==> src/logic/ums_pkg.sv <==
/*
  Shared constants for the modem status, scratch and baud generator block:
  register codes, bit positions, reset values and clock figures.
  Assumes a 100 MHz system clock and a 1.8432 MHz reference to synthesise.
*/
// Notes on behaviour
// - status register ignores all writes
// - status at code 110 dual, 0110 single
// - mode 0: control bits; 1: inverted pins
// - change flags track changes since last read
// - flags: cts D0, dsr D1, ring D2, carrier D3
// - D2 catches ring trailing edge
// - D4..D7 show cts, dsr, ring, carrier
// - loop maps rts, dtr, aux reset, enable
// - scratch reachable from both buses together
// - scratch keeps the last write
// - divisor is two write-only bytes
// - divisor at 000/001 only with access bit
// - reference divided by divisor gives 16x clock
// - 16x clock pin gated by control bit
// - divisor write reloads the counter a cycle after the latch
// - loop ignores pins, forces outputs inactive
package ums_pkg;
  localparam logic [2:0] OFS_BAUD_DIVISOR_LOW = 3'h0;
  localparam logic [2:0] OFS_BAUD_DIVISOR_HIGH = 3'h1;
  localparam logic [2:0] OFS_LINE_SIGNAL_STATUS = 3'h6;
  localparam logic [2:0] OFS_SHARED_SCRATCH_BYTE = 3'h7;
  // single-port mode claims only codes with the top address line low
  localparam int UART_ADDR_W = 4;
  localparam int SINGLE_PORT_TOP_LINE = 3;

  // index into the four status lines; flags sit at D0..D3, levels at D4..D7
  localparam int LINE_CTS = 0;
  localparam int LINE_DSR = 1;
  localparam int LINE_RING = 2;
  localparam int LINE_CARRIER = 3;
  localparam int STATUS_LEVEL_LSB = 4;

  // line control outputs register fields
  localparam int LCO_DTR_BIT = 0;
  localparam int LCO_RTS_BIT = 1;
  localparam int LCO_AUX_RESET_BIT = 2;
  localparam int LCO_ENABLE_INT_BIT = 3;
  localparam int LCO_LOOP_BIT = 4;
  // modem control register 1 field that lets the 16x clock out
  localparam int CR1_BAUD_OUT_BIT = 3;

  localparam int DIV_W = 16;
  localparam logic [7:0] SCRATCH_RST = 8'h00;
  localparam logic [DIV_W-1:0] DIVISOR_RST = 16'h0000;
  localparam logic [3:0] LINES_RST = 4'h0;
  localparam logic [3:0] FLAGS_RST = 4'h0;

  localparam longint SYS_CLK_HZ = 100000000;
  localparam longint REF_CLK_HZ = 1843200;
  localparam longint RATE_GRAIN_HZ = 100;
  // fractional accumulator: add REF_STEP per cycle, wrap at REF_MOD
  localparam int REF_STEP = int'(REF_CLK_HZ / RATE_GRAIN_HZ);
  localparam int REF_MOD = int'(SYS_CLK_HZ / RATE_GRAIN_HZ);
  localparam int REF_ACC_W = 20;
endpackage

==> src/logic/ums_baud_if.sv <==
/*
  Carrier between the register side and the baud generator.
  Assumes both ends run on the same clock.
*/
`timescale 1ns/100ps
interface ums_baud_if;
  import ums_pkg::*;
  logic [DIV_W-1:0] divisor;
  logic load;
  logic clk16;
  logic tick16;
  modport ctrl (output divisor, output load, input clk16, input tick16);
  modport gen (input divisor, input load, output clk16, output tick16);
endinterface

==> src/logic/ums_baud_gen.sv <==
/*
  Programmable baud generator: a fractional accumulator makes the
  1.8432 MHz reference tick, a down-counter divides it by the divisor.
  Assumes clk_en freezes all state and load is a one-cycle pulse.
*/
`timescale 1ns/100ps
module ums_baud_gen
  import ums_pkg::*;
#(
  parameter int DW = DIV_W
) (
  input wire logic clk,
  input wire logic rst_b,
  input wire logic clk_en,
  ums_baud_if.gen bif
);
  if (DW != DIV_W) begin : g_check
    $error("ums_baud_gen: divisor width must match the carrier");
  end

  typedef struct packed {
    logic [REF_ACC_W-1:0] acc;
    logic [DW-1:0] count;
    logic clk16;
    logic tick16;
  } ums_gen_state_t;

  ums_gen_state_t st;
  ums_gen_state_t next_st;
  logic [REF_ACC_W:0] sum;
  logic ref_tick;
  logic [DW-1:0] half;

  always_comb begin
    next_st = st;
    next_st.tick16 = 1'b0;
    sum = {1'b0, st.acc} + (REF_ACC_W+1)'(REF_STEP);
    ref_tick = sum >= (REF_ACC_W+1)'(REF_MOD);
    half = {1'b0, bif.divisor[DW-1:1]};
    if (ref_tick) begin
      next_st.acc = REF_ACC_W'(sum - (REF_ACC_W+1)'(REF_MOD));
    end else begin
      next_st.acc = sum[REF_ACC_W-1:0];
    end
    if (bif.load) begin
      next_st.count = bif.divisor;
    end else if (ref_tick && bif.divisor != '0) begin
      if (st.count <= DW'(1)) begin
        next_st.count = bif.divisor;
        next_st.tick16 = 1'b1;
      end else begin
        next_st.count = st.count - DW'(1);
      end
    end
    next_st.clk16 = next_st.count > half;
  end

  always_ff @(posedge clk or negedge rst_b) begin
    if (!rst_b) begin
      st <= '0;
    end else if (clk_en) begin
      st <= next_st;
    end
  end

  assign bif.clk16 = st.clk16;
  assign bif.tick16 = st.tick16;
endmodule

==> src/logic/ums_modem_status.sv <==
/*
  Modem status register with change flags, scratch byte shared by the
  host and modem buses, and the divisor latch feeding the baud generator.
  Assumes one clock, single-cycle read and write strobes on each bus and
  that the rest of the unit multiplexes this block's read data by hit.
*/
`timescale 1ns/100ps
module ums_modem_status
  import ums_pkg::*;
(
  input wire logic clk,
  input wire logic rst_b,
  input wire logic clk_en,
  // mode and control bits from the rest of the unit
  input wire logic port_mode_select,
  input wire logic divisor_access_bit,
  input wire logic [7:0] line_control_outputs_reg,
  input wire logic [7:0] modem_ctrl_reg1,
  // status lines as held in the unit control register, active high
  input wire logic [3:0] ctrl_reg_status_lines,
  // external active-low status pins
  input wire logic cts_pin_b,
  input wire logic dsr_pin_b,
  input wire logic ring_pin_b,
  input wire logic carrier_pin_b,
  // host bus
  input wire logic [UART_ADDR_W-1:0] uart_addr_lines,
  input wire logic uart_rd,
  input wire logic uart_wr,
  input wire logic [7:0] uart_wdata,
  output logic [7:0] uart_rdata,
  output logic uart_rdata_hit,
  // modem bus, scratch port
  input wire logic modem_scratch_wr,
  input wire logic [7:0] modem_scratch_wdata,
  output logic [7:0] modem_scratch_rdata,
  // outgoing control lines, active low
  output logic rts_out_b,
  output logic dtr_out_b,
  output logic enable_int_out_b,
  output logic aux_reset_out_b,
  // baud outputs
  output logic baud_tick16,
  output logic baud_clk16_pin
);

  typedef struct packed {
    logic [7:0] scratch;
    logic [DIV_W-1:0] divisor;
    logic divisor_load;
    logic [3:0] prev_lines;
    logic [3:0] chg_flags;
    logic [7:0] rdata;
    logic rdata_hit;
    logic [3:0] ctl_out_b;
    logic clk16_pin;
    logic tick16;
  } ums_state_t;

  ums_state_t st;
  ums_state_t next_st;

  ums_baud_if bif ();

  // decode and source selection
  logic claimed;
  logic [2:0] code;
  logic loop_on;
  logic [3:0] pin_lines;
  logic [3:0] loop_lines;
  logic [3:0] cur_lines;
  logic [3:0] line_change;
  logic [3:0] line_events;
  logic [7:0] status_byte;
  logic status_rd;
  logic scratch_rd;
  logic scratch_wr;
  logic div_low_wr;
  logic div_high_wr;

  always_comb begin
    // dual-port mode uses three lines; single-port adds a fourth, must be 0
    if (port_mode_select) begin
      claimed = !uart_addr_lines[SINGLE_PORT_TOP_LINE];
    end else begin
      claimed = 1'b1;
    end
    code = uart_addr_lines[2:0];
    loop_on = line_control_outputs_reg[LCO_LOOP_BIT];
  end

  always_comb begin
    pin_lines = '0;
    pin_lines[LINE_CTS] = ~cts_pin_b;
    pin_lines[LINE_DSR] = ~dsr_pin_b;
    pin_lines[LINE_RING] = ~ring_pin_b;
    pin_lines[LINE_CARRIER] = ~carrier_pin_b;
    loop_lines = '0;
    loop_lines[LINE_CTS] = line_control_outputs_reg[LCO_RTS_BIT];
    loop_lines[LINE_DSR] = line_control_outputs_reg[LCO_DTR_BIT];
    loop_lines[LINE_RING] =
      line_control_outputs_reg[LCO_AUX_RESET_BIT];
    loop_lines[LINE_CARRIER] =
      line_control_outputs_reg[LCO_ENABLE_INT_BIT];
    if (loop_on) begin
      cur_lines = loop_lines;
    end else if (port_mode_select) begin
      cur_lines = pin_lines;
    end else begin
      cur_lines = ctrl_reg_status_lines;
    end
  end

  always_comb begin
    line_change = cur_lines ^ st.prev_lines;
    line_events = line_change;
    // ring flag only on the indication going away
    line_events[LINE_RING] = st.prev_lines[LINE_RING]
      & ~cur_lines[LINE_RING];
    status_byte = {st.prev_lines, st.chg_flags};
  end

  always_comb begin
    status_rd = 1'b0;
    scratch_rd = 1'b0;
    scratch_wr = 1'b0;
    div_low_wr = 1'b0;
    div_high_wr = 1'b0;
    if (!claimed) begin
      status_rd = 1'b0;
    end else if (code == OFS_LINE_SIGNAL_STATUS) begin
      status_rd = uart_rd;
    end else if (code == OFS_SHARED_SCRATCH_BYTE) begin
      scratch_rd = uart_rd;
      scratch_wr = uart_wr;
    end else if (divisor_access_bit && code == OFS_BAUD_DIVISOR_LOW) begin
      div_low_wr = uart_wr;
    end else if (divisor_access_bit && code == OFS_BAUD_DIVISOR_HIGH) begin
      div_high_wr = uart_wr;
    end
  end

  always_comb begin
    next_st = st;
    next_st.rdata = 8'h00;
    next_st.rdata_hit = 1'b0;
    next_st.divisor_load = 1'b0;
    next_st.tick16 = bif.tick16;

    // status read returns the old flags, then clears; new events win
    next_st.prev_lines = cur_lines;
    if (status_rd) begin
      next_st.rdata = status_byte;
      next_st.rdata_hit = 1'b1;
      next_st.chg_flags = line_events;
    end else begin
      next_st.chg_flags = st.chg_flags | line_events;
    end

    if (scratch_rd) begin
      next_st.rdata = st.scratch;
      next_st.rdata_hit = 1'b1;
    end

    // a modem-bus write in the same cycle is taken as the later one
    if (modem_scratch_wr) begin
      next_st.scratch = modem_scratch_wdata;
    end else if (scratch_wr) begin
      next_st.scratch = uart_wdata;
    end

    if (div_low_wr) begin
      next_st.divisor[7:0] = uart_wdata;
      next_st.divisor_load = 1'b1;
    end
    if (div_high_wr) begin
      next_st.divisor[DIV_W-1:8] = uart_wdata;
      next_st.divisor_load = 1'b1;
    end

    // outgoing controls: active low, held inactive while looped
    if (loop_on) begin
      next_st.ctl_out_b = 4'hf;
    end else begin
      next_st.ctl_out_b[0] = ~line_control_outputs_reg[LCO_RTS_BIT];
      next_st.ctl_out_b[1] = ~line_control_outputs_reg[LCO_DTR_BIT];
      next_st.ctl_out_b[2] =
        ~line_control_outputs_reg[LCO_ENABLE_INT_BIT];
      next_st.ctl_out_b[3] =
        ~line_control_outputs_reg[LCO_AUX_RESET_BIT];
    end

    next_st.clk16_pin = bif.clk16
      & modem_ctrl_reg1[CR1_BAUD_OUT_BIT];
  end

  always_ff @(posedge clk or negedge rst_b) begin
    if (!rst_b) begin
      st.scratch <= SCRATCH_RST;
      st.divisor <= DIVISOR_RST;
      st.divisor_load <= 1'b0;
      st.prev_lines <= LINES_RST;
      st.chg_flags <= FLAGS_RST;
      st.rdata <= 8'h00;
      st.rdata_hit <= 1'b0;
      st.ctl_out_b <= 4'hf;
      st.clk16_pin <= 1'b0;
      st.tick16 <= 1'b0;
    end else if (clk_en) begin
      st <= next_st;
    end
  end

  // divisor and its load strobe feed the generator from flops
  assign bif.divisor = st.divisor;
  assign bif.load = st.divisor_load;

  ums_baud_gen #(
    .DW(DIV_W)
  ) u_baud_gen (
    .clk(clk),
    .rst_b(rst_b),
    .clk_en(clk_en),
    .bif(bif.gen)
  );

  assign uart_rdata = st.rdata;
  assign uart_rdata_hit = st.rdata_hit;
  assign modem_scratch_rdata = st.scratch;
  assign rts_out_b = st.ctl_out_b[0];
  assign dtr_out_b = st.ctl_out_b[1];
  assign enable_int_out_b = st.ctl_out_b[2];
  assign aux_reset_out_b = st.ctl_out_b[3];
  assign baud_tick16 = st.tick16;
  assign baud_clk16_pin = st.clk16_pin;
endmodule

==> config.mk <==
export PLATFORM = sky130hd
export DESIGN_NAME = ums_modem_status
export DESIGN_NICKNAME = d
export VERILOG_FILES = /design/src/logic/ums_pkg.sv /design/src/logic/ums_baud_if.sv /design/src/logic/ums_baud_gen.sv /design/src/logic/ums_modem_status.sv
export SDC_FILE = /design/constraint.sdc
export NUM_CORES = 1
export LEC_CHECK = 0
export ABC_AREA = 1
export BUFFER_PORTS_ARGS = -buffer_cell sky130_fd_sc_hd__buf_4
export CAP_MARGIN = 10
export CORE_ASPECT_RATIO = 0.75
export CORE_MARGIN = 1
export CORE_UTILIZATION = 39
export CTS_CLUSTER_SIZE = 8
export DETAILED_ROUTE_END_ITERATION = 10
export SLEW_MARGIN = 20
export SYNTH_ARGS = -nofsm -noshare
export SYNTH_HDL_FRONTEND = slang
export SYNTH_SLANG_ARGS = --single-unit
==> constraint.sdc <==
create_clock -name clk -period 4.67 [get_ports clk]
set_input_delay 0.2335 -clock clk [delete_from_list [all_inputs] [get_ports clk]]
set_output_delay 0.2335 -clock clk [all_outputs]
set_load 0.02 [all_outputs]
# ---- Yosys cells after proc, flatten, opt, wreduce, memory -nomap -nowiden
# Index checks and enable logic that the tools add are counted.
dict set report totals {
  regBits 86
  inputBits 52
  output_inout_bits 23
  elab_cells 82
}
dict set report op_classes {
  add_sub_neg 3
  n_lt_le_gt_ge 3
  eq_ne 3
  mux 35
  bitwise_logic 13
  reduce_logical 10
}
# operator n
set ops {}
lappend ops {{two-way mux 16 bit} 3}
lappend ops {{two-way mux 1 bit} 23}
lappend ops {{adder 20 x 15 -> 21 bit (second input constant)} 1}
lappend ops {{greater-or-equal comparator 21 x 20 -> 1 bit (second input constant)} 1}
lappend ops {{two-way mux 20 bit} 1}
lappend ops {{subtractor 20 bit (second input constant)} 1}
lappend ops {{two-way mux 9 bit} 2}
lappend ops {{greater-than comparator 16 x 15 -> 1 bit} 1}
lappend ops {{<= comparator 16 x 1 -> 1 bit (second input constant)} 1}
lappend ops {{two-way mux 4 bit} 4}
lappend ops {{two-way mux 8 bit} 2}
lappend ops {{nonzero test 16 bit} 1}
lappend ops {{subtractor 16 x 1 -> 16 bit (second input constant)} 1}
lappend ops {{NOT 1 bit} 9}
lappend ops {{== test 3 bit (second input constant)} 2}
lappend ops {{AND reduction 2 bit} 3}
lappend ops {{OR 4 bit} 1}
lappend ops {{bitwise XOR 4 bit} 1}
lappend ops {{== test 3 x 1 -> 1 bit (second input constant)} 1}
lappend ops {{logical AND 1 bit} 3}
lappend ops {{logical NOT 3 bit} 1}
lappend ops {{bitwise AND 1 bit} 2}
lappend ops {{nonzero test 2 bit} 1}
lappend ops {{logical NOT 1 bit} 1}

# ---- Logic depth before layout (Yosys ltp)
# Gate-level depths: netlist (run 1).
dict set report logic_depth {
  ltp_word 8
  depth_mapped 29
  ltp_nobuf 29
}

# ---- By module
# From an unflattened synthesis (run 1), not the netlist that was laid out.
dict set report unflattened {
  cells_unflattened 820
  hier_area_um2 5751.8
}
# module n_inst cells_each area_per_inst_um2 seq_area_each_um2
set modules_own_cells {}
lappend modules_own_cells {ums_baud_gen 1 516 3298.2 800.8}
lappend modules_own_cells {ums_modem_status 1 304 2453.6 1206.2}

# ---- Least setup slack after synthesis (run 1)
# No wires, ideal clock.
dict set report synth_path {
  path_type {register to register}
  startpoint {reg u_baud_gen.st[29] in the netlist's numbering}
  endpoint {reg u_baud_gen.st, in the netlist u_baud_gen.bif.clk16}
  setup_ns 0.121
  arrival_ns 2.791
  required_time_ns 4.549
  path_slack_ns 1.758
  stages_incl_launch_ff 28
  path_buffers 1
  synth_period_minus_slack_ns 2.912
  path_cell_list {dfrtp_1 ha_1 nand2_2 nand3b_1 nand2_1 nand3_1 nor2_1 nand2_1 nand2_1 o21bai_4 buf_2 nand2_1 nand3_2 nand2_1 inv_1 ha_1 a21oi_1 o21ai_0 nand2_1 o211ai_1 nand2_1 nand2_1 nand2_1 nand2_1 nand2_1 nand2_1 nand2_1 nand3_2}
}
# element line_no
set synth_rtl {}
lappend synth_rtl {{from (decl)} ums_baud_gen.sv:28} ;# ums_gen_state_t st;
lappend synth_rtl {{from (signal assigned)} ums_baud_gen.sv:62} ;# st <= next_st;

==> reports/qor.csv, run 1 <==
stage,metric,value,unit
synth,"Avg Cell Area, Syn",7.06,um2
floorplanning,# IOs,75,
global_routing,overall routing resource usage,20.6,%
global_routing,vias in the first global route,4493,
placement,placed insts,977,
clocking,post-cts sizing count,0,
timing,min Tclk post-route,3.45,ns
min_path,worst-case hold path end point,rts_out_b,
worst_setup_path,CP Class,reg2reg,
worst_setup_path,Worst EP arrival,3.69,ns
worst_setup_path,Worst Setup End Kind,flip-flop,
synth,Mapped Nets,849,
clocking,Worst-Skew Late Latency,0.35,ns
final_layout,n_diodes,0,
clocking,Inserted Clock Buffers,9,
clocking,CTS root buffer,clkbuf_16,
floorplanning,Die Wd,139,um
worst_setup_path,slowest CP cell,dfrtp_1,
power,Cell Pwr Density,504,nW/um2
outcome,outcome,finished clean,
worst_setup_path,CP startpoint kind,flip-flop,
drt,Pre-Repair DR Iteration Count,5,
clocking,clock buffer depth,2,
worst_setup_path,CP bufs+invs,2,
clocking,TritonCTS clock tree,yes,
drt,Via density,4.93,
timing,relative slew slack,42.7,%
worst_setup_path,r2r setup slk,1.22,ns
synth,register area share after synthesis,36.6,%
clocking,Clock transition at path regs,0.07,ns
clocking,clock sink count,80,
worst_setup_path,"slowest stage delay, CP",0.43,ns
global_routing,first-pass GRT wire length,23500,um
clocking,Hold Buf Count CTS,1,
timing,"Hold Violations, Final",0,
timing,Fmax,0.290,GHz
synth,Synth area leaders,"dfrtp_1, nand2_1, inv_1, nand3_1, o21ai_0",
run,Max-cap violations,0,
final_layout,Syn-to-layout area delta,14.2,%
timing,RSZ-0062 raised after global routing,false,
worst_setup_path,CP required,4.90,ns
synth,Yosys top cell area share,34.7,%
global_routing,largest net degree at the start of global routing,62,
floorplanning,starting density of the core,40.0,%
worst_setup_path,Crit. Startpoint,u_baud_gen.st[29],
drt,Routed WL,14100,um
global_routing,initial antenna violation count,0,
floorplanning,full die area,14500,um2
timing,Slew Limit Fails,0,
worst_setup_path,R2R cell count,27,
timing,setup TNS,0,ns
drt,post-DR wirelength/cell,14.2,um
worst_setup_path,RR Endpoint,u_baud_gen.bif.clk16,
final_layout,layout net count,887,
placement,Placed Area,5950,um2
global_routing,GR Overflow Total,0,
drt,Routed Antenna Nets,0,
final_layout,share of cells above drive strength 1,15.5,%
worst_setup_path,crit path max fanout,25,
floorplanning,row count,37,
drt,DR vias,4903,
floorplanning,die height,105,um
min_path,worst hold stages,2,
final_layout,cell area after layout,6260,um2
power,Leak,3.22,nW
synth,Synth Register Bits,80,
placement,PortBufs,64,
floorplanning,core box area,13700,um2
min_path,min-delay src,line_control_outputs_reg[1],
worst_setup_path,critical path's most frequent cell,nand2_1,
final_layout,final std cells w/o fill,994,
worst_setup_path,"CP delay by family, top",simple AND/OR/NAND/NOR gates,
timing,Tightest Pin Transition,0.856,ns
placement,Post-DP HPWL,10200,um
worst_setup_path,reg2reg start,u_baud_gen.st[29],
timing,fin crit share,73.9,%
synth,Synth cell types,44,
timing,final worst clock skew,0.00793,ns
timing,worst hold margin,0.0287,ns
power,Max IR drop VDD,0.201,mV
placement,RD Place Congestion,0.846,
synth,Syn. warnings,0,
timing,final setup violation count,0,
synth,gate count of the mapped netlist,776,
synth,Synth area leader,dfrtp_1,
min_path,Worst Hold Class,in2reg,
clocking,setup bufs post-CTS,0,
synth,cell area after synthesis,5480,um2
drt,DRC violations left,0,
clocking,CTS H-tree lvls,3,
drt,initial DRC count,338,
[power breakdown]
group / internal, W / switching (W) / total (W)
logic: 0.000526 / 0.000859 / 0.00139
registers: 0.000859 / 0.000187 / 0.00105
clock network: 0.000390 / 0.000334 / 0.000723
[worst max-delay path by stage]
stage	endpoint	slack [ns]	depth (start not counted)
global route	u_baud_gen.bif.clk16	0.74	27
global placement	u_baud_gen.bif.clk16	1.24	26
floorplan	u_baud_gen.bif.clk16	1.76	27
finish	u_baud_gen.bif.clk16	1.22	27
detailed placement	u_baud_gen.bif.clk16	1.23	26
CTS	u_baud_gen.bif.clk16	1.20	26
[cell families (layout without fill, tap and decap cells)]
group | count (synthesis) | count (layout) | share of synthesized area [%]
flops | 80 | 80 | 36.6
xor+xnor | 16 | 16 | 2.56
buf+inv | 135 | 178 | 10.9
fa+ha+maj | 21 | 21 | 4.80
simple gates | 416 | 416 | 34.0
compound gates | 108 | 108 | 11.1
[metal layers]
layer | vias up | GRT usage (%) | wire length [um]
li1 | 2562 | - | -
met1 | 2208 | 32.1 | 7660
met2 | 121 | 28.3 | 5490
met3 | 12 | 4.31 | 801
met4 | 0 | 4.52 | 131
met5 | - | 0 | 0
[cell usage after synthesis (all sizes together)]
cell,n
o21bai,1
a21oi,27
o31ai,2
nand2,246
nor4,1
clkinv,1
or2,5
o221ai,4
nand4,9
dfstp,4
a41oi,1
nand3,73
xnor2,3
clkbuf,15
ha,21
nor2,67
a211oi,1
a31oi,5
nand3b,5
nor3,7
buf,25
o21ai,61
o22ai,1
nor3b,1
inv,94
dfrtp,76
o211ai,3
a32o,1
xor2,13
a31o,1
and2,1
and3,1
[final cells by class]
cell class              instances  area [um2]
flip-flops and latches         80        2010
fillers                      1433        7450
multi-input cells             561        2870
well taps                     175         219
inverters                      95         357
clock inverters                 6        57.6
repair buffers                 67         505
clock buffers                  10         239
[flip-flops by register name, indices dropped and copies added, names as in the netlist]
signal                 flops
st                         8
uart_rdata_hit             1
u_baud_gen.st             30
u_baud_gen.bif.tick16      1
u_baud_gen.bif.clk16       1
uart_rdata                 8
modem_scratch_rdata        8
baud_tick16                1
rts_out_b                  1
dtr_out_b                  1
baud_clk16_pin             1
aux_reset_out_b            1
enable_int_out_b           1
bif.load                   1
bif.divisor               16
[worst reg2reg max path, delay by kind of cell, from the launching register on]
family | cells | cell delay [ns]
buffers and inverters | 2 | 0.15
adders and majority gates | 2 | 0.47
AOI/OAI and AO/OA | 4 | 0.50
and+or+nand+nor | 19 | 1.79
DFF | 1 | 0.43
[layout by cell type, fill, tap and decap left out, types with 13 or more instances in the layout]
master / n
dfrtp_1: 76
xor2_1: 13
o21ai_0: 58
a21oi_1: 27
nor2_1: 63
nand3_2: 13
inv_1: 91
nand3_1: 60
buf_4: 66
nand2_1: 235
ha_1: 21
[per-stage QoR]
stage	setup slack, ns	utilization, %	power [W]
after floorplan	1.76	-	0.00210
after CTS	1.20	45.7	0.00317
after global routing	0.744	45.7	0.00343
after global placement	1.24	43.4	0.00242
after detailed placement	1.23	43.4	0.00243
final	1.22	45.7	0.00316
Note: power is estimated with default switching activity, not from simulation.
==> run 2, diff against run 1 <==
==> constraint.sdc (replaced) <==
create_clock -name clk -period 2.9 [get_ports clk]
set_input_delay 0.145 -clock clk [delete_from_list [all_inputs] [get_ports clk]]
set_output_delay 0.145 -clock clk [all_outputs]
set_load 0.02 [all_outputs]
==> run 2 against run 1 <==
Net effect: the run now ends with negative setup slack left; critical path depth down 6; die area unchanged; setup slack worse by 1.4 ns; wire length up 15%; core utilization up 9.1 points; register-to-register slack worse by 1.4 ns; cell count up 9.0%; clock power up 78%; critical endpoint unchanged; largest cell class unchanged; largest power group unchanged; highest routed layer unchanged.
==> reports/qor.csv, run 2 (same netlist as run 1, synthesis figures left out) <==
stage,metric,value,unit,change
final_layout,largest reg by FF count,u_baud_gen.st,,
final_layout,Syn-to-layout area delta,37.0,%,
timing,fin crit share,107,%,+33 points
final_layout,most frequent cells in the layout,"nand2_1, buf_4, inv_1, dfrtp_1, nor2_1",,
placement,RD Place Congestion,0.846,,about the same
clocking,Worst-Skew Late Latency,0.34,ns,about the same
outcome,outcome,"finished, violations left",,
floorplanning,# IOs,75,,unchanged
clocking,Clock transition at path regs,0.07,ns,about the same
final_layout,"commonest non-fill, non-tap cell in the layout",nand2_1,,
clocking,clock sink count,80,,unchanged
placement,Post-DP HPWL,11200,um,+10%
outcome,failing checks,negative setup slack,,
worst_setup_path,CP startpoint kind,flip-flop,,
drt,DR vias,5416,,+10%
timing,Tightest Pin Transition,0.822,ns,-0.0335 ns
drt,Pre-Repair DR Iteration Count,7,,+2
power,total power,0.00644,W,+100%
final_layout,max reg flops,30,,unchanged
global_routing,largest net degree at the start of global routing,47,,-24%
power,Leak,3.74,nW,+16%
min_path,worst hold stages,3,,+1
global_routing,initial antenna violation count,0,,unchanged
timing,RSZ-0062 raised after global routing,true,,
final_layout,final core occ,54.7,%,+9.1 points
worst_setup_path,Worst Setup End Kind,flip-flop,,
final_layout,cell area after layout,7500,um2,+20%
final_layout,layout net count,976,,+10%
worst_setup_path,CP Class,reg2reg,,
drt,Routed Antenna Nets,0,,unchanged
floorplanning,row count,37,,unchanged
worst_setup_path,CP required,3.12,ns,-1.78 ns
timing,"Hold Violations, Final",0,,unchanged
drt,initial DRC count,386,,+14%
final_layout,leading registers by flop count,"u_baud_gen.st x30, bif.divisor x16",,
drt,post-DR wirelength/cell,14.9,um,+5.1%
timing,final worst clock skew,0.0119,ns,+0.00393 ns
final_layout,final std cells w/o fill,1083,,+9.0%
floorplanning,Die Wd,139,um,unchanged
final_layout,share of cells above drive strength 1,33.4,%,+18 points
global_routing,vias in the first global route,5078,,+13%
timing,min Tclk post-route,3.11,ns,-0.339 ns
timing,Slew Limit Fails,0,,unchanged
min_path,Worst Hold Class,in2reg,,
floorplanning,full die area,14500,um2,unchanged
final_layout,n_diodes,0,,unchanged
placement,post-place setup slack,-0.272,ns,-1.50 ns
run,Max-cap violations,0,,unchanged
timing,Fmax,0.321,GHz,+11%
timing,final setup violation count,1,,+1
drt,DRC violations left,0,,unchanged
power,Cell Pwr Density,858,nW/um2,+70%
clocking,clock buffer depth,2,,unchanged
worst_setup_path,Worst EP arrival,3.34,ns,-0.35 ns
floorplanning,core box area,13700,um2,unchanged
floorplanning,starting density of the core,40.0,%,unchanged
drt,Routed WL,16100,um,+15%
timing,relative slew slack,45.0,%,+2.2 points
drt,Via density,5.00,,+1.4%
global_routing,first-pass GRT wire length,25700,um,+9.4%
power,Max IR drop VDD,0.351,mV,+75%
worst_setup_path,R2R cell count,21,,-22%
clocking,CTS root buffer,clkbuf_16,,
placement,PortBufs,64,,unchanged
clocking,TritonCTS clock tree,yes,,
global_routing,GR Overflow Total,0,,unchanged
clocking,Inserted Clock Buffers,9,,unchanged
global_routing,overall routing resource usage,22.3,%,+1.7 points
worst_setup_path,crit path max fanout,6,,-76%
placement,Placed Area,6480,um2,+9.0%
placement,placed insts,1046,,+7.1%
timing,setup ws final,-0.213,ns,-1.43 ns
floorplanning,die height,105,um,unchanged
clocking,CTS H-tree lvls,3,,unchanged
run 2: changes by cell type in the layout (fill, tap and decap cells not counted), sizes merged:
cell | previous run | this run
o21bai | 1 | 2
dlygate4sd3 | 1 | 5
bufinv | 0 | 2
inv | 99 | 96
clkinv | 2 | 3
clkinvlp | 0 | 1
buf | 66 | 149
clkbuf | 10 | 9
nand2 | 246 | 247
run 2: repair_timing:
item | in CTS | in global routing
gates cloned | 1 | 1
resized for setup | 22 | 96
hold endpoints to repair | 31 | 0
hold buffers | 5 | 0
endpoints found under the setup margin | 1 | 1
buffers inserted | 6 | 8
pin swaps | 18 | 43
run 2: worst paths after layout:
path	start	end	slack, ns
setup / recovery	u_baud_gen.st[30]	u_baud_gen.bif.clk16	-0.21
hold / removal	uart_wdata[6]	bif.divisor[6]	0.02
setup reg to reg	u_baud_gen.st[30]	u_baud_gen.bif.clk16	-0.21
hold reg to reg	uart_rdata_hit	uart_rdata_hit	0.48
max in group asynchronous	rst_b	enable_int_out_b	1.85
min in group asynchronous	rst_b	u_baud_gen.st[4]	0.28
run 2: metal layers:
layer / wire length, um / vias up / GRT usage, %
met5: 0 / - / 0
met4: 119 / 0 / 4.21
met3: 1040 / 14 / 4.03
met2: 6840 / 158 / 32.2
met1: 8120 / 2499 / 34.3
li1: - / 2745 / -
run 2: cell type report:
| class | count | area (um2) |
|---|---|---|
| clock buffer | 9 | 225 |
| sequential | 80 | 2010 |
| tap | 175 | 219 |
| clock inverter | 7 | 104 |
| fill | 1272 | 6200 |
| multi-input combinational | 563 | 3370 |
| timing repair buffer | 154 | 1220 |
| inverter | 95 | 359 |
run 2: metrics by stage:
stage,TNS [ns],hold WS (ns)
after global routing,-0.388,0.0252
after global placement,-0.172,0.120
after detailed placement,-0.272,0.120
final,-0.213,0.0192
after floorplan,0,-0.151
after CTS,-0.173,0.0150
run 2: critical path, stage by stage, from the launching register on:
cell      delay [ns]
dfrtp_2         0.46
buf_4           0.16
nand3_2         0.07
nand2_4         0.10
nand2_1         0.15
nand2_1         0.10
nand2_1         0.10
nand2_2         0.08
nor2_4          0.19
buf_6           0.14
o21bai_4        0.10
buf_4           0.15
buf_4           0.14
nand2_1         0.05
nand3_1         0.08
nand2_1         0.10
inv_1           0.06
ha_4            0.27
and3_1          0.18
a41oi_2         0.13
nand2_1         0.11
nand3_2         0.07
run 2: power breakdown:
group / total [W] / switching (W) / internal, W
logic: 0.00351 / 0.00193 / 0.00158
clock network: 0.00129 / 0.000519 / 0.000767
registers: 0.00165 / 0.000259 / 0.00139
total: 0.00644 / 0.00270 / 0.00374
==> run 3, diff against run 2 <==
--- a/config.mk
+++ b/config.mk
@@ -13,6 +13,7 @@
 export CORE_UTILIZATION = 39
 export CTS_CLUSTER_SIZE = 8
 export DETAILED_ROUTE_END_ITERATION = 10
+export REMOVE_ABC_BUFFERS = 1
 export SLEW_MARGIN = 20
 export SYNTH_ARGS = -nofsm -noshare
 export SYNTH_HDL_FRONTEND = slang
==> run 3 against run 2 <==
Net effect: the run still ends with negative setup slack left; cell area shrank 2.4%; clock skew fell by 0.0033 ns; worst hold slack got worse by 0.012 ns; critical endpoint unchanged; largest cell class unchanged; highest routed layer unchanged.
==> reports/qor.csv, run 3 (same netlist as run 1, synthesis figures left out) <==
stage,metric,value,unit,change
clocking,CTS H-tree lvls,3,,unchanged
final_layout,most frequent cells in the layout,"nand2_1, buf_4, inv_1, dfrtp_1, nor2_1",,
worst_setup_path,"slowest stage delay, CP",0.46,ns,about the same
timing,relative slew slack,51.7,%,+6.7 points
power,Int Pwr,0.00351,W,-5.9%
placement,PortBufs,64,,unchanged
timing,RSZ-0062 raised after global routing,true,,
run,Max-cap violations,0,,unchanged
worst_setup_path,reg2reg start,u_baud_gen.st[29],,
drt,Routed Antenna Nets,0,,unchanged
floorplanning,full die area,14500,um2,unchanged
floorplanning,row count,37,,unchanged
worst_setup_path,Crit. Startpoint,u_baud_gen.st[29],,
worst_setup_path,CP Class,reg2reg,,
worst_setup_path,CP startpoint kind,flip-flop,,
power,Max IR drop VDD,0.370,mV,+5.2%
clocking,CTS root buffer,clkbuf_16,,
final_layout,leading registers by flop count,"u_baud_gen.st x30, bif.divisor x16",,
power,Leak,3.70,nW,-0.86%
final_layout,fill count,1358,,+6.8%
worst_setup_path,Worst Setup End Kind,flip-flop,,
clocking,clock sink count,80,,unchanged
timing,Tightest Pin Transition,0.721,ns,-0.102 ns
timing,min Tclk post-route,3.12,ns,+0.00518 ns
clocking,Clock transition at path regs,0.07,ns,about the same
outcome,outcome,"finished, violations left",,
worst_setup_path,R2R cell count,21,,unchanged
drt,Via density,5.07,,+1.3%
final_layout,cell area after layout,7320,um2,-2.4%
final_layout,Syn-to-layout area delta,33.7,%,
floorplanning,core box area,13700,um2,unchanged
worst_setup_path,CP Depth,21,,unchanged
worst_setup_path,CP bufs+invs,4,,-1
floorplanning,die height,105,um,unchanged
outcome,failing checks,negative setup slack,,
power,Net Switching,0.00265,W,-1.9%
floorplanning,starting density of the core,40.0,%,unchanged
drt,DRC violations left,0,,unchanged
global_routing,initial antenna violation count,0,,unchanged
floorplanning,Die Wd,139,um,unchanged
final_layout,n_diodes,0,,unchanged
timing,final worst clock skew,0.00860,ns,-0.00326 ns
worst_setup_path,"CP delay by family, top",simple AND/OR/NAND/NOR gates,,
global_routing,first-pass GRT wire length,26100,um,+1.4%
timing,worst hold margin,0.00719,ns,-0.0120 ns
clocking,Inserted Clock Buffers,9,,unchanged
final_layout,layout net count,972,,-0.41%
timing,final setup violation count,1,,unchanged
final_layout,final std cells w/o fill,1079,,-0.37%
placement,placed insts,1045,,-0.096%
clocking,Worst-Skew Late Latency,0.35,ns,about the same
timing,setup ws final,-0.218,ns,-0.00518 ns
final_layout,"commonest non-fill, non-tap cell in the layout",nand2_1,,
global_routing,overall routing resource usage,22.8,%,+0.53 points
placement,RD Place Congestion,0.885,,+4.6%
final_layout,share of cells above drive strength 1,31.0,%,-2.4 points
worst_setup_path,slowest CP cell,dfrtp_2,,
placement,Post-DP HPWL,11500,um,+2.0%
clocking,TritonCTS clock tree,yes,,
worst_setup_path,crit path max fanout,7,,+1
worst_setup_path,Worst EP arrival,3.40,ns,+0.06 ns
floorplanning,# IOs,75,,unchanged
power,switching share of power,43.0,%,+1.0 points
final_layout,max reg flops,30,,unchanged
global_routing,largest net degree at the start of global routing,49,,+4.3%
min_path,Worst Hold Class,in2reg,,
worst_setup_path,RR Endpoint,u_baud_gen.bif.clk16,,
power,Flop pwr share,26.8,%,+1.2 points
worst_setup_path,critical path cell sequence,ha_4 > nand2_4 > nand3b_1 > nand2_2 > nand3_2 > nor2_4 > nand2_2 > nand2_2 > o21bai_4 > buf_6 > buf_4 > buf_4 > nand2_1 > nand3_1 > nand2_1 > inv_1 > ha_1 > and3_1 > a41oi_1 > nand2_1 > nand3_2,,
timing,Slew Limit Fails,0,,unchanged
power,Clock Power Share,18.3,%,-1.7 points
power,Comb pwr share,54.9,%,+0.5 points
final_layout,largest reg by FF count,u_baud_gen.st,,
worst_setup_path,r2r setup slk,-0.22,ns,about the same
global_routing,vias in the first global route,5112,,+0.67%
timing,Fmax,0.321,GHz,-0.17%
timing,"Hold Violations, Final",0,,unchanged
placement,Placed Area,6480,um2,about the same
worst_setup_path,CP required,3.19,ns,+0.07 ns
clocking,clock buffer depth,2,,unchanged
worst_setup_path,CP Capture Point,u_baud_gen.bif.clk16,,
placement,post-place setup slack,-0.202,ns,+0.0703 ns
global_routing,GR Overflow Total,0,,unchanged
timing,fin crit share,108,%,+0.18 points
power,total power,0.00617,W,-4.2%
power,Cell Pwr Density,842,nW/um2,-1.9%
drt,Pre-Repair DR Iteration Count,5,,-2
drt,Routed WL,16100,um,-0.15%
drt,post-DR wirelength/cell,14.9,um,+0.22%
drt,initial DRC count,432,,+12%
drt,DR vias,5468,,+0.96%
run 3: cell types whose count changed in the layout (fill, tap and decap cells not counted), sizes merged:
cell / previous run / this run
buf: 149 / 146
o21bai: 2 / 1
bufinv: 2 / 0
inv: 96 / 98
run 3: worst min-delay path by stage:
stage	to	cells after the start	slack [ns]	start
4_1_cts	bif.divisor[7]	3	0.002	uart_wdata[7]
5_1_grt	bif.divisor[5]	3	0.008	uart_wdata[5]
3_5_place_dp	u_baud_gen.st[7]	1	0.24	rst_b
6_report	bif.divisor[7]	3	0.007	uart_wdata[7]
3_3_place_gp	u_baud_gen.st[4]	1	0.23	rst_b
2_1_floorplan	baud_clk16_pin	0	-0.15	rst_b
run 3: what timing repair did:
| item | CTS | global route |
|---|---|---|
| setup endpoints to repair | 1 | 1 |
| hold buffers | 5 | 0 |
| pin swaps | 1 | 41 |
| gates cloned | 0 | 1 |
| resized for setup | 3 | 85 |
| hold endpoints to repair | 46 | 0 |
| setup buffers | 3 | 9 |
run 3: metal layers:
layer	vias to the layer above	track usage (%)	routed length, um	part of all wire, %
li1	2730	-	-	-
met1	2548	35.2	8230	51
met2	169	31.0	6540	41
met3	21	5.04	1080	6.7
met4	0	6.83	242	1.5
met5	-	0	0	0
run 3: area by class of cell:
type                       instances  area [um2]  share of cell area [%]
clock inverter                     7        61.3                   0.837
tap                              175         219                    2.99
inverter                          95         359                    4.90
multi-input combinational        562        3250                    44.3
sequential                        80        2010                    27.5
clock buffer                       9         225                    3.08
timing repair buffer             151        1200                    16.4
run 3: metrics by stage:
step | setup TNS [ns] | util, %
after detailed placement | -0.202 | 47.3
after floorplan | -0.00747 | -
after CTS | -0.192 | 50.1
final | -0.218 | 53.4
after global placement | -0.147 | 47.3
after global routing | -0.421 | 53.4
run 3: power by group through the flow:
stage / combinational (W) / clock [W] / sequential (W)
after global placement: 0.00285 / 0 / 0.00163
final: 0.00339 / 0.00113 / 0.00165
after detailed placement: 0.00286 / 0 / 0.00163
after floorplan: 0.00168 / 0 / 0.00164
after global routing: 0.00379 / 0.00118 / 0.00169
after CTS: 0.00290 / 0.00114 / 0.00162
run 3: worst register-to-register path, cell delays in order (launching register included):
cell,delay [ns]
dfrtp_2,0.46
ha_4,0.19
nand2_4,0.08
nand3b_1,0.14
nand2_2,0.14
nand3_2,0.11
nor2_4,0.17
nand2_2,0.07
nand2_2,0.09
o21bai_4,0.07
buf_6,0.16
buf_4,0.14
buf_4,0.13
nand2_1,0.05
nand3_1,0.09
nand2_1,0.09
inv_1,0.05
ha_1,0.30
and3_1,0.19
a41oi_1,0.19
nand2_1,0.10
nand3_2,0.06
